==> src/hw/iso_rx_mask_regs.vh <==
// register offsets, field layouts and reset values for the receive mask
// and startup bandwidth slice; definitions only
`ifndef ISO_RX_MASK_REGS_VH
`define ISO_RX_MASK_REGS_VH

`define OFS_RX_EVENT_SET      8'ha0
`define OFS_RX_EVENT_CLEAR    8'ha4
`define OFS_RX_ENABLE_SET     8'ha8
`define OFS_RX_ENABLE_CLEAR   8'hac
`define OFS_BW_BUDGET         8'hb0
`define OFS_IRQ_STATUS        8'hc0
`define OFS_IRQ_MASK          8'hc4
`define OFS_CTRL              8'hc8

`define RX_CTX_NUM            4
`define BW_FIELD_W            13
`define BW_FIELD_RESET        13'h1333
`define AGG_RX_BIT            7

`define ST_BIT_AGG_RX         0
`define ST_BIT_BW_LOAD        1
`define ST_W                  2
`define CTRL_BIT_SOFT_RESET   0
`endif

==> src/hw/rx_ctx_bit.v <==
// one receive context: event bit, enable bit and its gated contribution
// assumes set/clear strobes are one-cycle pulses on clk_i
`timescale 1ns/10ps
`default_nettype none
module rx_ctx_bit
(
   // clock and reset
   input  wire clk_i,
   input  wire rst_i,
   // event source and software strobes
   input  wire evt_i,
   input  wire evt_set_i,
   input  wire evt_clr_i,
   input  wire en_set_i,
   input  wire en_clr_i,
   // state
   output reg  evt_o,
   output reg  en_o,
   output wire gated_o
);
   reg evt_d_r;

   always @(posedge clk_i)
   begin
      if (rst_i)
      begin
         evt_o   <= 1'b0;
         en_o    <= 1'b0;
         evt_d_r <= 1'b0;
      end
      else
      begin
         evt_d_r <= evt_i;
         // a rising edge in the clearing cycle still sets the bit
         if ((evt_i && !evt_d_r) || evt_set_i)
            evt_o <= 1'b1;
         else if (evt_clr_i)
            evt_o <= 1'b0;
         // set address and clear address both act on the same bit
         if (en_set_i)
            en_o <= 1'b1;
         else if (en_clr_i)
            en_o <= 1'b0;
      end
   end

   assign gated_o = evt_o & en_o;

endmodule
`default_nettype wire

==> src/hw/bw_budget_reg.v <==
// startup bandwidth field with reset default and bus-management load
// assumes bus reset and reset inputs are synchronous pulses or levels
`timescale 1ns/10ps
`default_nettype none
`include "iso_rx_mask_regs.vh"
module bw_budget_reg
#(
   parameter W = `BW_FIELD_W
)
(
   // clock and resets
   input  wire         clk_i,
   input  wire         ctl_reset_i,
   // software write
   input  wire         wr_i,
   input  wire [W-1:0] wdata_i,
   // load triggers
   input  wire         load_i,
   // outputs
   output reg  [W-1:0] field_o,
   output reg  [W-1:0] csr_o,
   output reg          loaded_o
);
   always @(posedge clk_i)
   begin
      if (ctl_reset_i)
         field_o <= `BW_FIELD_RESET;
      else if (wr_i)
         field_o <= wdata_i;
      loaded_o <= load_i;
      // the csr copy takes the field value current at the load edge
      if (load_i)
         csr_o <= field_o;
   end
   initial csr_o = {W{1'b0}};
endmodule
`default_nettype wire

==> src/hw/iso_rx_mask_and_init_bandwidth.v <==
// What this block does
// each enable bit gates its receive context into the aggregate receive interrupt
// reads at enable set or clear address return the enable bits, no side effect
// enable bit n governs receive context n, same position as event bit n
// four receive contexts in bits 3..0 raise aggregate bit 7
// event clear address reads event bits ANDed with enable bits
// write one sets at set address, clears at clear address; zeros ignored
// bandwidth register bits above the 13-bit field read zero, ignore writes
// bandwidth field resets to 1333h on hardware or software reset
// a bus reset leaves the stored bandwidth field unchanged
// global, power or bus reset copies field into bandwidth available csr
//
// classic wishbone slave, 32-bit data, byte addresses, one wait state
// assumes all inputs synchronous to clk_i
//
// The Wishbone register port is this design's own decision.
`timescale 1ns/10ps
`default_nettype none
`include "iso_rx_mask_regs.vh"
module iso_rx_mask_and_init_bandwidth
#(
   parameter N  = `RX_CTX_NUM,
   parameter BW = `BW_FIELD_W
)
(
   // clock and reset
   input  wire          clk_i,
   input  wire          rst_i,
   // wishbone slave
   input  wire          cyc_i,
   input  wire          stb_i,
   input  wire          we_i,
   input  wire [7:0]    adr_i,
   input  wire [3:0]    sel_i,
   input  wire [31:0]   dat_i,
   output reg  [31:0]   dat_o,
   output reg           ack_o,
   // receive context events and resets
   input  wire [N-1:0]  rx_ctx_event_i,
   input  wire          global_reset_input_i,
   input  wire          power_reset_input_i,
   input  wire          bus_reset_i,
   // results
   output reg           aggregate_iso_receive_irq_o,
   output reg  [31:0]   main_event_rx_o,
   output reg  [BW-1:0] bandwidth_available_csr_o,
   output reg           irq_o
);
   ////////////////////////////////////////////////////////////////////////
   // bus decode
   wire       req_w  = cyc_i & stb_i & ~ack_o;
   wire       wr_w   = req_w & we_i;
   wire       lo_w   = sel_i[0];
   wire       hi_w   = sel_i[1];
   wire       wr_es  = wr_w & lo_w & (adr_i == `OFS_RX_EVENT_SET);
   wire       wr_ec  = wr_w & lo_w & (adr_i == `OFS_RX_EVENT_CLEAR);
   wire       wr_ns  = wr_w & lo_w & (adr_i == `OFS_RX_ENABLE_SET);
   wire       wr_nc  = wr_w & lo_w & (adr_i == `OFS_RX_ENABLE_CLEAR);
   wire       wr_bw  = wr_w & (adr_i == `OFS_BW_BUDGET);
   wire       wr_st  = wr_w & lo_w & (adr_i == `OFS_IRQ_STATUS);
   wire       wr_mk  = wr_w & lo_w & (adr_i == `OFS_IRQ_MASK);
   wire       wr_ct  = wr_w & lo_w & (adr_i == `OFS_CTRL);

   reg        soft_reset_r;
   wire       ctl_reset_w = rst_i | soft_reset_r;

   ////////////////////////////////////////////////////////////////////////
   // receive contexts
   wire [N-1:0] evt_w;
   wire [N-1:0] en_w;
   wire [N-1:0] gated_w;
   genvar g;
   generate
      for (g = 0; g < N; g = g + 1)
      begin : ctx
         rx_ctx_bit u_bit
         (
            .clk_i     (clk_i),
            .rst_i     (ctl_reset_w),
            .evt_i     (rx_ctx_event_i[g]),
            .evt_set_i (wr_es & dat_i[g]),
            .evt_clr_i (wr_ec & dat_i[g]),
            .en_set_i  (wr_ns & dat_i[g]),
            .en_clr_i  (wr_nc & dat_i[g]),
            .evt_o     (evt_w[g]),
            .en_o      (en_w[g]),
            .gated_o   (gated_w[g])
         );
      end
   endgenerate

   ////////////////////////////////////////////////////////////////////////
   // bandwidth field; byte lanes 0 and 1 cover the 13 bits
   wire [BW-1:0] bw_field_w;
   wire [BW-1:0] bw_csr_w;
   wire          bw_loaded_w;
   wire [BW-1:0] bw_wdata_w;
   // partial byte writes keep the untouched lane
   assign bw_wdata_w = {hi_w ? dat_i[BW-1:8] : bw_field_w[BW-1:8],
                        lo_w ? dat_i[7:0]    : bw_field_w[7:0]};
   wire bw_load_w = global_reset_input_i | power_reset_input_i | bus_reset_i;

   bw_budget_reg #(.W(BW)) u_bw
   (
      .clk_i       (clk_i),
      .ctl_reset_i (ctl_reset_w),
      .wr_i        (wr_bw & (lo_w | hi_w)),
      .wdata_i     (bw_wdata_w),
      .load_i      (bw_load_w),
      .field_o     (bw_field_w),
      .csr_o       (bw_csr_w),
      .loaded_o    (bw_loaded_w)
   );

   ////////////////////////////////////////////////////////////////////////
   // interrupt status and mask; write one to clear, set wins
   reg  [`ST_W-1:0] st_r;
   reg  [`ST_W-1:0] mk_r;
   wire             agg_w = |gated_w;
   reg              agg_d_r;
   wire [`ST_W-1:0] ev_w;
   assign ev_w[`ST_BIT_AGG_RX]  = agg_w & ~agg_d_r;
   assign ev_w[`ST_BIT_BW_LOAD] = bw_loaded_w;

   always @(posedge clk_i)
   begin
      if (rst_i)
      begin
         st_r         <= {`ST_W{1'b0}};
         mk_r         <= {`ST_W{1'b0}};
         agg_d_r      <= 1'b0;
         soft_reset_r <= 1'b0;
      end
      else
      begin
         agg_d_r      <= agg_w;
         st_r         <= (st_r & ~(wr_st ? dat_i[`ST_W-1:0] : {`ST_W{1'b0}})) | ev_w;
         soft_reset_r <= wr_ct & dat_i[`CTRL_BIT_SOFT_RESET];
         if (wr_mk)
            mk_r <= dat_i[`ST_W-1:0];
      end
   end

   ////////////////////////////////////////////////////////////////////////
   // read mux; reads have no side effect
   reg [31:0] rd_nxt;
   always @*
   begin
      rd_nxt = 32'h00000000;
      case (adr_i)
         `OFS_RX_EVENT_SET    : rd_nxt[N-1:0] = evt_w;
         `OFS_RX_EVENT_CLEAR  : rd_nxt[N-1:0] = evt_w & en_w;
         `OFS_RX_ENABLE_SET   : rd_nxt[N-1:0] = en_w;
         `OFS_RX_ENABLE_CLEAR : rd_nxt[N-1:0] = en_w;
         `OFS_BW_BUDGET       : rd_nxt[BW-1:0] = bw_field_w;
         `OFS_IRQ_STATUS      : rd_nxt[`ST_W-1:0] = st_r;
         `OFS_IRQ_MASK        : rd_nxt[`ST_W-1:0] = mk_r;
         default              : rd_nxt = 32'h00000000;
      endcase
   end

   ////////////////////////////////////////////////////////////////////////
   // registered outputs
   always @(posedge clk_i)
   begin
      if (rst_i)
      begin
         ack_o                       <= 1'b0;
         dat_o                       <= 32'h00000000;
         aggregate_iso_receive_irq_o <= 1'b0;
         main_event_rx_o             <= 32'h00000000;
         bandwidth_available_csr_o   <= {BW{1'b0}};
         irq_o                       <= 1'b0;
      end
      else
      begin
         // unmapped addresses still ack, reading zero
         ack_o                       <= req_w;
         dat_o                       <= req_w ? rd_nxt : 32'h00000000;
         aggregate_iso_receive_irq_o <= agg_w;
         main_event_rx_o             <= {24'h000000, agg_w, 7'h00};
         bandwidth_available_csr_o   <= bw_csr_w;
         irq_o                       <= |((st_r | ev_w) & mk_r);
      end
   end

endmodule
`default_nettype wire

==> config.mk <==
export PLATFORM = sky130hd
export DESIGN_NAME = iso_rx_mask_and_init_bandwidth
export DESIGN_NICKNAME = d
export VERILOG_FILES = /design/src/hw/rx_ctx_bit.v /design/src/hw/bw_budget_reg.v /design/src/hw/iso_rx_mask_and_init_bandwidth.v
export VERILOG_INCLUDE_DIRS = /design/src /design/src/hw
export SDC_FILE = /design/constraint.sdc
export NUM_CORES = 1
export LEC_CHECK = 0
export ABC_AREA = 1
export CAP_MARGIN = 20
export CORE_MARGIN = 8
export CORE_UTILIZATION = 56
export DETAILED_ROUTE_END_ITERATION = 8
export DONT_BUFFER_PORTS = 1
export PLACE_DENSITY = 0.77
export SLEW_MARGIN = 5
export SYNTH_ARGS = -nofsm -noshare
export SYNTH_HDL_FRONTEND = slang
export SYNTH_SLANG_ARGS = --single-unit
==> constraint.sdc <==
create_clock -name clk_i -period 1.2 [get_ports clk_i]
set_input_delay 0.36 -clock clk_i [delete_from_list [all_inputs] [get_ports clk_i]]
set_output_delay 0.36 -clock clk_i [all_outputs]
set_load 0.01 [all_outputs]
==> impl_metrics.toml, run 1 <==
[status]
status = "finished, violations left"
violations = "negative setup slack"

[synth]
ys_seq_area_share_pct = 49.6
syn_inst = 395
ys_ff_latch = 73
avgSynthCellArea_um2 = 8.12
ys_warn_count = 0
syn-cell-area_um2 = 3210
synth_cell_types = 29

[global_routing]
grt_pass1_vias = 2088
busiest_layer = "met2"
antenna_found_initial = 0
grtUsageMet2_pct = 25.0
use_met1_pct = 15.7
grt_first_pass_wirelength_mm = 9.98
grt_usage_pct = 14.8
met3_usage_pct = 8.31
grt_max_degree = 19
grt-ovfl-total = 0

[cts]
cts_buffers = 9
cts_setup_buffers = 0
clk_pin_slew_ps = 70
clk_latency_ps = 330
htreeDepth = 3
cts-root-buf = "clkbuf_8"
cts.sinks = 73
clk_path_buf_depth = 2
cts_tree = "built"

[detailed_routing]
vias_per_cell = 4.49
totalWireLength_mm = 6.40
vias = 2193
postRouteAntennaNets = 0
drc = 0
first_iter_violations = 107
firstDrtPassIters = 4
routedWlPerCell_um = 13.1

[timing]
slew_viol_final = 0
hold_ws_ps = 79.5
hold_viol_final = 0
min_period_ps = 1210
fmax_ghz = 0.827
setup_viol = 1
fin_ws_ps = -8.51
rsz0062_at_grt = "yes"
skew_ps = 5.16
period_share_pct = 101
finalSetupTns_ps = -8.51

[die]
dieWidth_um = 91.7
die_h_um = 91.7
rows = 27
design.die.area_um2 = 8410
io_pins = 136
core_region_area_um2 = 5510
start_util_pct = 58.3

[power]
vdd_drop_max_mv = 1.12
p_int_w = 0.00335
leakagePower_nw = 1.66
p_comb_share_pct = 5.4
pwr-share-clk_pct = 36.3
pwr-share-seq_pct = 58.3
power.switching_w = 0.00106
power_density_nw_per_um2 = 1290
swShare_pct = 24.0

[critical_path]
path_class = "reg -> reg"
cp-end-kind = "flop"
cp_max_fo = 6
worstPathRequired_ps = 1410
r2r_setup_slack_ps = -9
cp.arrival_ps = 1420
cp-start-kind = "flop"
crit_start = "ack_o"
r2r_start = "ack_o"

[min_path]
hold_path.class = "in -> reg"
hp-start = "rst_i"

[place]
hpwl_mm = 4.80
port_buffers = 0
gp_congestion = 0.823

[final_layout]
synthToLayoutAreaGrowth_pct = 6.55
layout_commonest_cell = "nand2_1"
nNetsFinal = 467
drive_gt1_share_pct = 16.1
postLayoutCoreUtil_pct = 62.1
antennaDiodeCount = 0
final_cell_mix = "67 x nand2_1, 58 x dfxtp_1, 56 x nor2_1"

[flow_run]
maxCapViolCount = 0
-- cell type report --
cell class                 instances  area [um^2]
tap                               72         90.1
inverter                          58          229
clock inverter                     5         31.3
clock buffer                      11          131
sequential                        73         1590
fill                             465         2090
timing repair buffer              11         90.1
multi-input combinational        258         1250
-- worst paths after layout --
path / end / cells past startpoint
max: ctx[1].u_bit.en_o / 7
min: main_event_rx_o[7] / 1
max reg2reg: ctx[1].u_bit.en_o / 7
min reg2reg: u_bw.csr_o[4] / 0
-- registers in the layout (all words and copies together), names as in the netlist --
signal                     count
ctx.u_bit.en_o                 4
dat_o                         13
st_r                           2
u_bw.loaded_o                  1
irq_o                          1
ctx.u_bit.evt_d_r              4
u_bw.field_o                  13
bandwidth_available_csr_o     13
mk_r                           2
ack_o                          1
soft_reset_r                   1
ctx.u_bit.evt_o                4
u_bw.csr_o                    13
main_event_rx_o                1
-- metal layers --
layer	vias to the layer above	part of all wire, %
met5	-	0
met4	0	1.1
met3	8	12
met2	98	49
met1	941	39
li1	1146	-
-- power groups by stage --
stage	Clock, W	Combinational [W]	Sequential (W)
detailed placement	0	0.000216	0.00262
global route	0.00176	0.000265	0.00257
finish	0.00160	0.000236	0.00257
floorplan	0	0.000312	0.00261
CTS	0.00166	0.000226	0.00257
global placement	0	0.000212	0.00262
-- worst max-delay path, cell delays in order, from the launching register on --
cell     delay (ps)
dfxtp_2         340
inv_4            80
nand4_4         120
nor2_4          160
buf_6           160
nand3_2          80
nand2_1          90
a21oi_1          60
-- synthesized netlist by cell type --
library cell   n  area, um^2
nand2_2        2        12.5
edfxtp_1      13         390
or2_2          5        31.3
nor2_8         1        20.0
nand3b_1       1        7.51
or3_1          1        6.26
nand2_1       70         263
inv_2          2        7.51
buf_1          1        3.75
inv_4          2        12.5
nand3_1       29         145
inv_1         53         199
nor2_4         4        45.0
nand4_2        2        25.0
nand2_4        2        22.5
o211ai_2       1        12.5
o21ai_0        9        45.0
nand4_1        1        6.26
nor3_1         1        5.00
buf_4         52         390
o211ai_1       2        15.0
nor2_2         7        43.8
clkinv_2       1        5.00
a21oi_1       13        65.1
dfxtp_1       60        1200
clkbuf_1       1        3.75
conb_1         1        3.75
nor2_1        56         210
buf_2          2        10.0
-- kinds of logic after synthesis --
logic type | count (synthesis) | share of synthesized area [%]
other | 1 | 0.117
flip-flops | 73 | 49.6
AO/OA/AOI/OAI | 25 | 4.29
AND/OR/NAND/NOR | 182 | 26.3
buffers and inverters | 114 | 19.7
-- through the flow --
step | total power, W | instance area (um^2) | std cells | setup slack (ps)
after global placement | 0.00283 | 3160 | 470 | -62.1
after CTS | 0.00445 | 3380 | 488 | 0.152
after global routing | 0.00460 | 3420 | 488 | -50.0
after floorplan | 0.00293 | 3410 | 444 | 6.99
after detailed placement | 0.00284 | 3160 | 470 | -83.9
final | 0.00440 | 3420 | 488 | -8.51
-- timing repair --
item | CTS | global route
pin swaps | 3 | 4
hold buffers | 0 | 0
resized for setup | 10 | 9
cloned | 2 | 0
endpoints found under the setup margin | 14 | 12
Note: power is estimated with default switching activity, not from simulation.
==> inputs of run 2 (changes only) <==
--- a/config.mk
+++ b/config.mk
@@ -9,10 +9,10 @@
 export ABC_AREA = 1
 export CAP_MARGIN = 20
 export CORE_MARGIN = 8
-export CORE_UTILIZATION = 56
+export CORE_UTILIZATION = 67
 export DETAILED_ROUTE_END_ITERATION = 8
 export DONT_BUFFER_PORTS = 1
-export PLACE_DENSITY = 0.77
+export PLACE_DENSITY = 0.86
 export SLEW_MARGIN = 5
 export SYNTH_ARGS = -nofsm -noshare
 export SYNTH_HDL_FRONTEND = slang
==> constraint.sdc (replaced) <==
create_clock -name clk_i -period 1.45 [get_ports clk_i]
set_input_delay 0.435 -clock clk_i [delete_from_list [all_inputs] [get_ports clk_i]]
set_output_delay 0.435 -clock clk_i [all_outputs]
set_load 0.01 [all_outputs]
==> impl_metrics.toml, run 2 (synthesis results as in run 1) <==
[die]
start_util_pct = 68.8
dieWidth_um = 85.2
die_h_um = 85.2
design.die.area_um2 = 7260
io_pins = 136
core_region_area_um2 = 4660
rows = 25

[critical_path]
cp_max_fo = 10
cp.arrival_ps = 1550
crit_top_cell = "nor2_1"
cpPeakStageDelay_ps = 350
cp-start-kind = "flop"
cpMaxStageDelayCell = "dfxtp_1"
cp-end-kind = "flop"
worstPathRequired_ps = 1690
path_cells = "inv_1, nand4_2, nor2_8, inv_4, nor2_1, nor2_1"
path_class = "reg -> reg"

[cts]
clk_path_buf_depth = 2
cts_hold_buf = 0
cts-root-buf = "clkbuf_8"
post_cts_resize_count = 0
clk_latency_ps = 340
htreeDepth = 3
cts_setup_buffers = 0
cts_buffers = 9
cts_tree = "built"
cts.sinks = 73
clk_pin_slew_ps = 80

[detailed_routing]
vias = 2199
totalWireLength_mm = 6.03
routedWlPerCell_um = 13.0
drc = 0
first_iter_violations = 117
postRouteAntennaNets = 0
vias_per_cell = 4.76
firstDrtPassIters = 4

[timing]
fin_ws_ps = 143
slew_viol_final = 0
fmax_ghz = 0.765
skew_ps = 5.84
min_period_ps = 1310
rsz0062_at_grt = "no"
setup_viol = 0
period_share_pct = 90.1
finalSetupTns_ps = 0
hold_viol_final = 0
hold_ws_ps = 149

[final_layout]
final_cell_mix = "70 x nand2_1, 60 x dfxtp_1, 56 x nor2_1"
antennaDiodeCount = 0
seq_area_um2 = 1590
multi_input_area_um2 = 1170
nNetsFinal = 459
n_fill_cell = 362
synthToLayoutAreaGrowth_pct = 2.42
layout_commonest_cell = "nand2_1"
drive_gt1_share_pct = 11.8

[power]
vdd_drop_max_mv = 0.695
leakagePower_nw = 1.63
power_density_nw_per_um2 = 1190

[status]
status = "finished, final reports clean"

[global_routing]
grt_pass1_vias = 1969
grt_first_pass_wirelength_mm = 9.46
grt-ovfl-total = 0
grt_max_degree = 19
grt_usage_pct = 16.7
antenna_found_initial = 0

[min_path]
hold_path.class = "in -> reg"

[place]
pre_cts_ws_ps = 48.9
port_buffers = 0
hpwl_mm = 4.76
gp_congestion = 0.862

[flow_run]
maxCapViolCount = 0
==> run 2: final timing paths <==
check,from,endpoint,slack (ps),cells past startpoint
worst max register to register,ack_o,u_bw.field_o[2],140,6
worst min register to register,u_bw.field_o[4],u_bw.csr_o[4],430,0
worst min-delay path,rst_i,bandwidth_available_csr_o[2],150,1
worst max-delay path,ack_o,u_bw.field_o[2],140,6
==> run 2: area by class of cell <==
| type | count | share of cell area (%) |
|---|---|---|
| clock buffer | 10 | 4.19 |
| clock inverter | 6 | 2.02 |
| inverter | 58 | 6.82 |
| multi-input combinational | 257 | 35.6 |
| sequential | 73 | 48.4 |
| tap | 54 | 2.06 |
| timing repair buffer | 4 | 0.914 |
==> run 2: per-layer routing <==
layer | routed length, um | up-vias | track usage [%]
met2 | 2870 | 86 | 26.6
met3 | 678 | 7 | 7.63
met4 | 94 | 0 | 9.55
met1 | 2380 | 983 | 17.9
li1 | - | 1123 | -
met5 | 0 | - | 0
==> run 2: power breakdown <==
group          total (W)  switching (W)  internal, W
clock network    0.00160       0.000754     0.000844
logic           0.000177       0.000134    0.0000428
registers        0.00212      0.0000266      0.00210
total            0.00390       0.000915      0.00298
==> run 2: critical path, delay by kind of cell (launching register included) <==
family        cells  cell delay, ps
buf+inv           2             200
flops             1             350
simple gates      4             650
==> run 2: metrics by stage <==
step / util, % / instances / total power [W] / cell area, um^2
detailed placement: 66.1 / 446 / 0.00234 / 3080
global route: 70.5 / 462 / 0.00404 / 3290
finish: 70.5 / 462 / 0.00390 / 3290
global placement: 66.1 / 446 / 0.00233 / 3080
CTS: 70.5 / 462 / 0.00392 / 3290
floorplan: - / 444 / 0.00242 / 3390
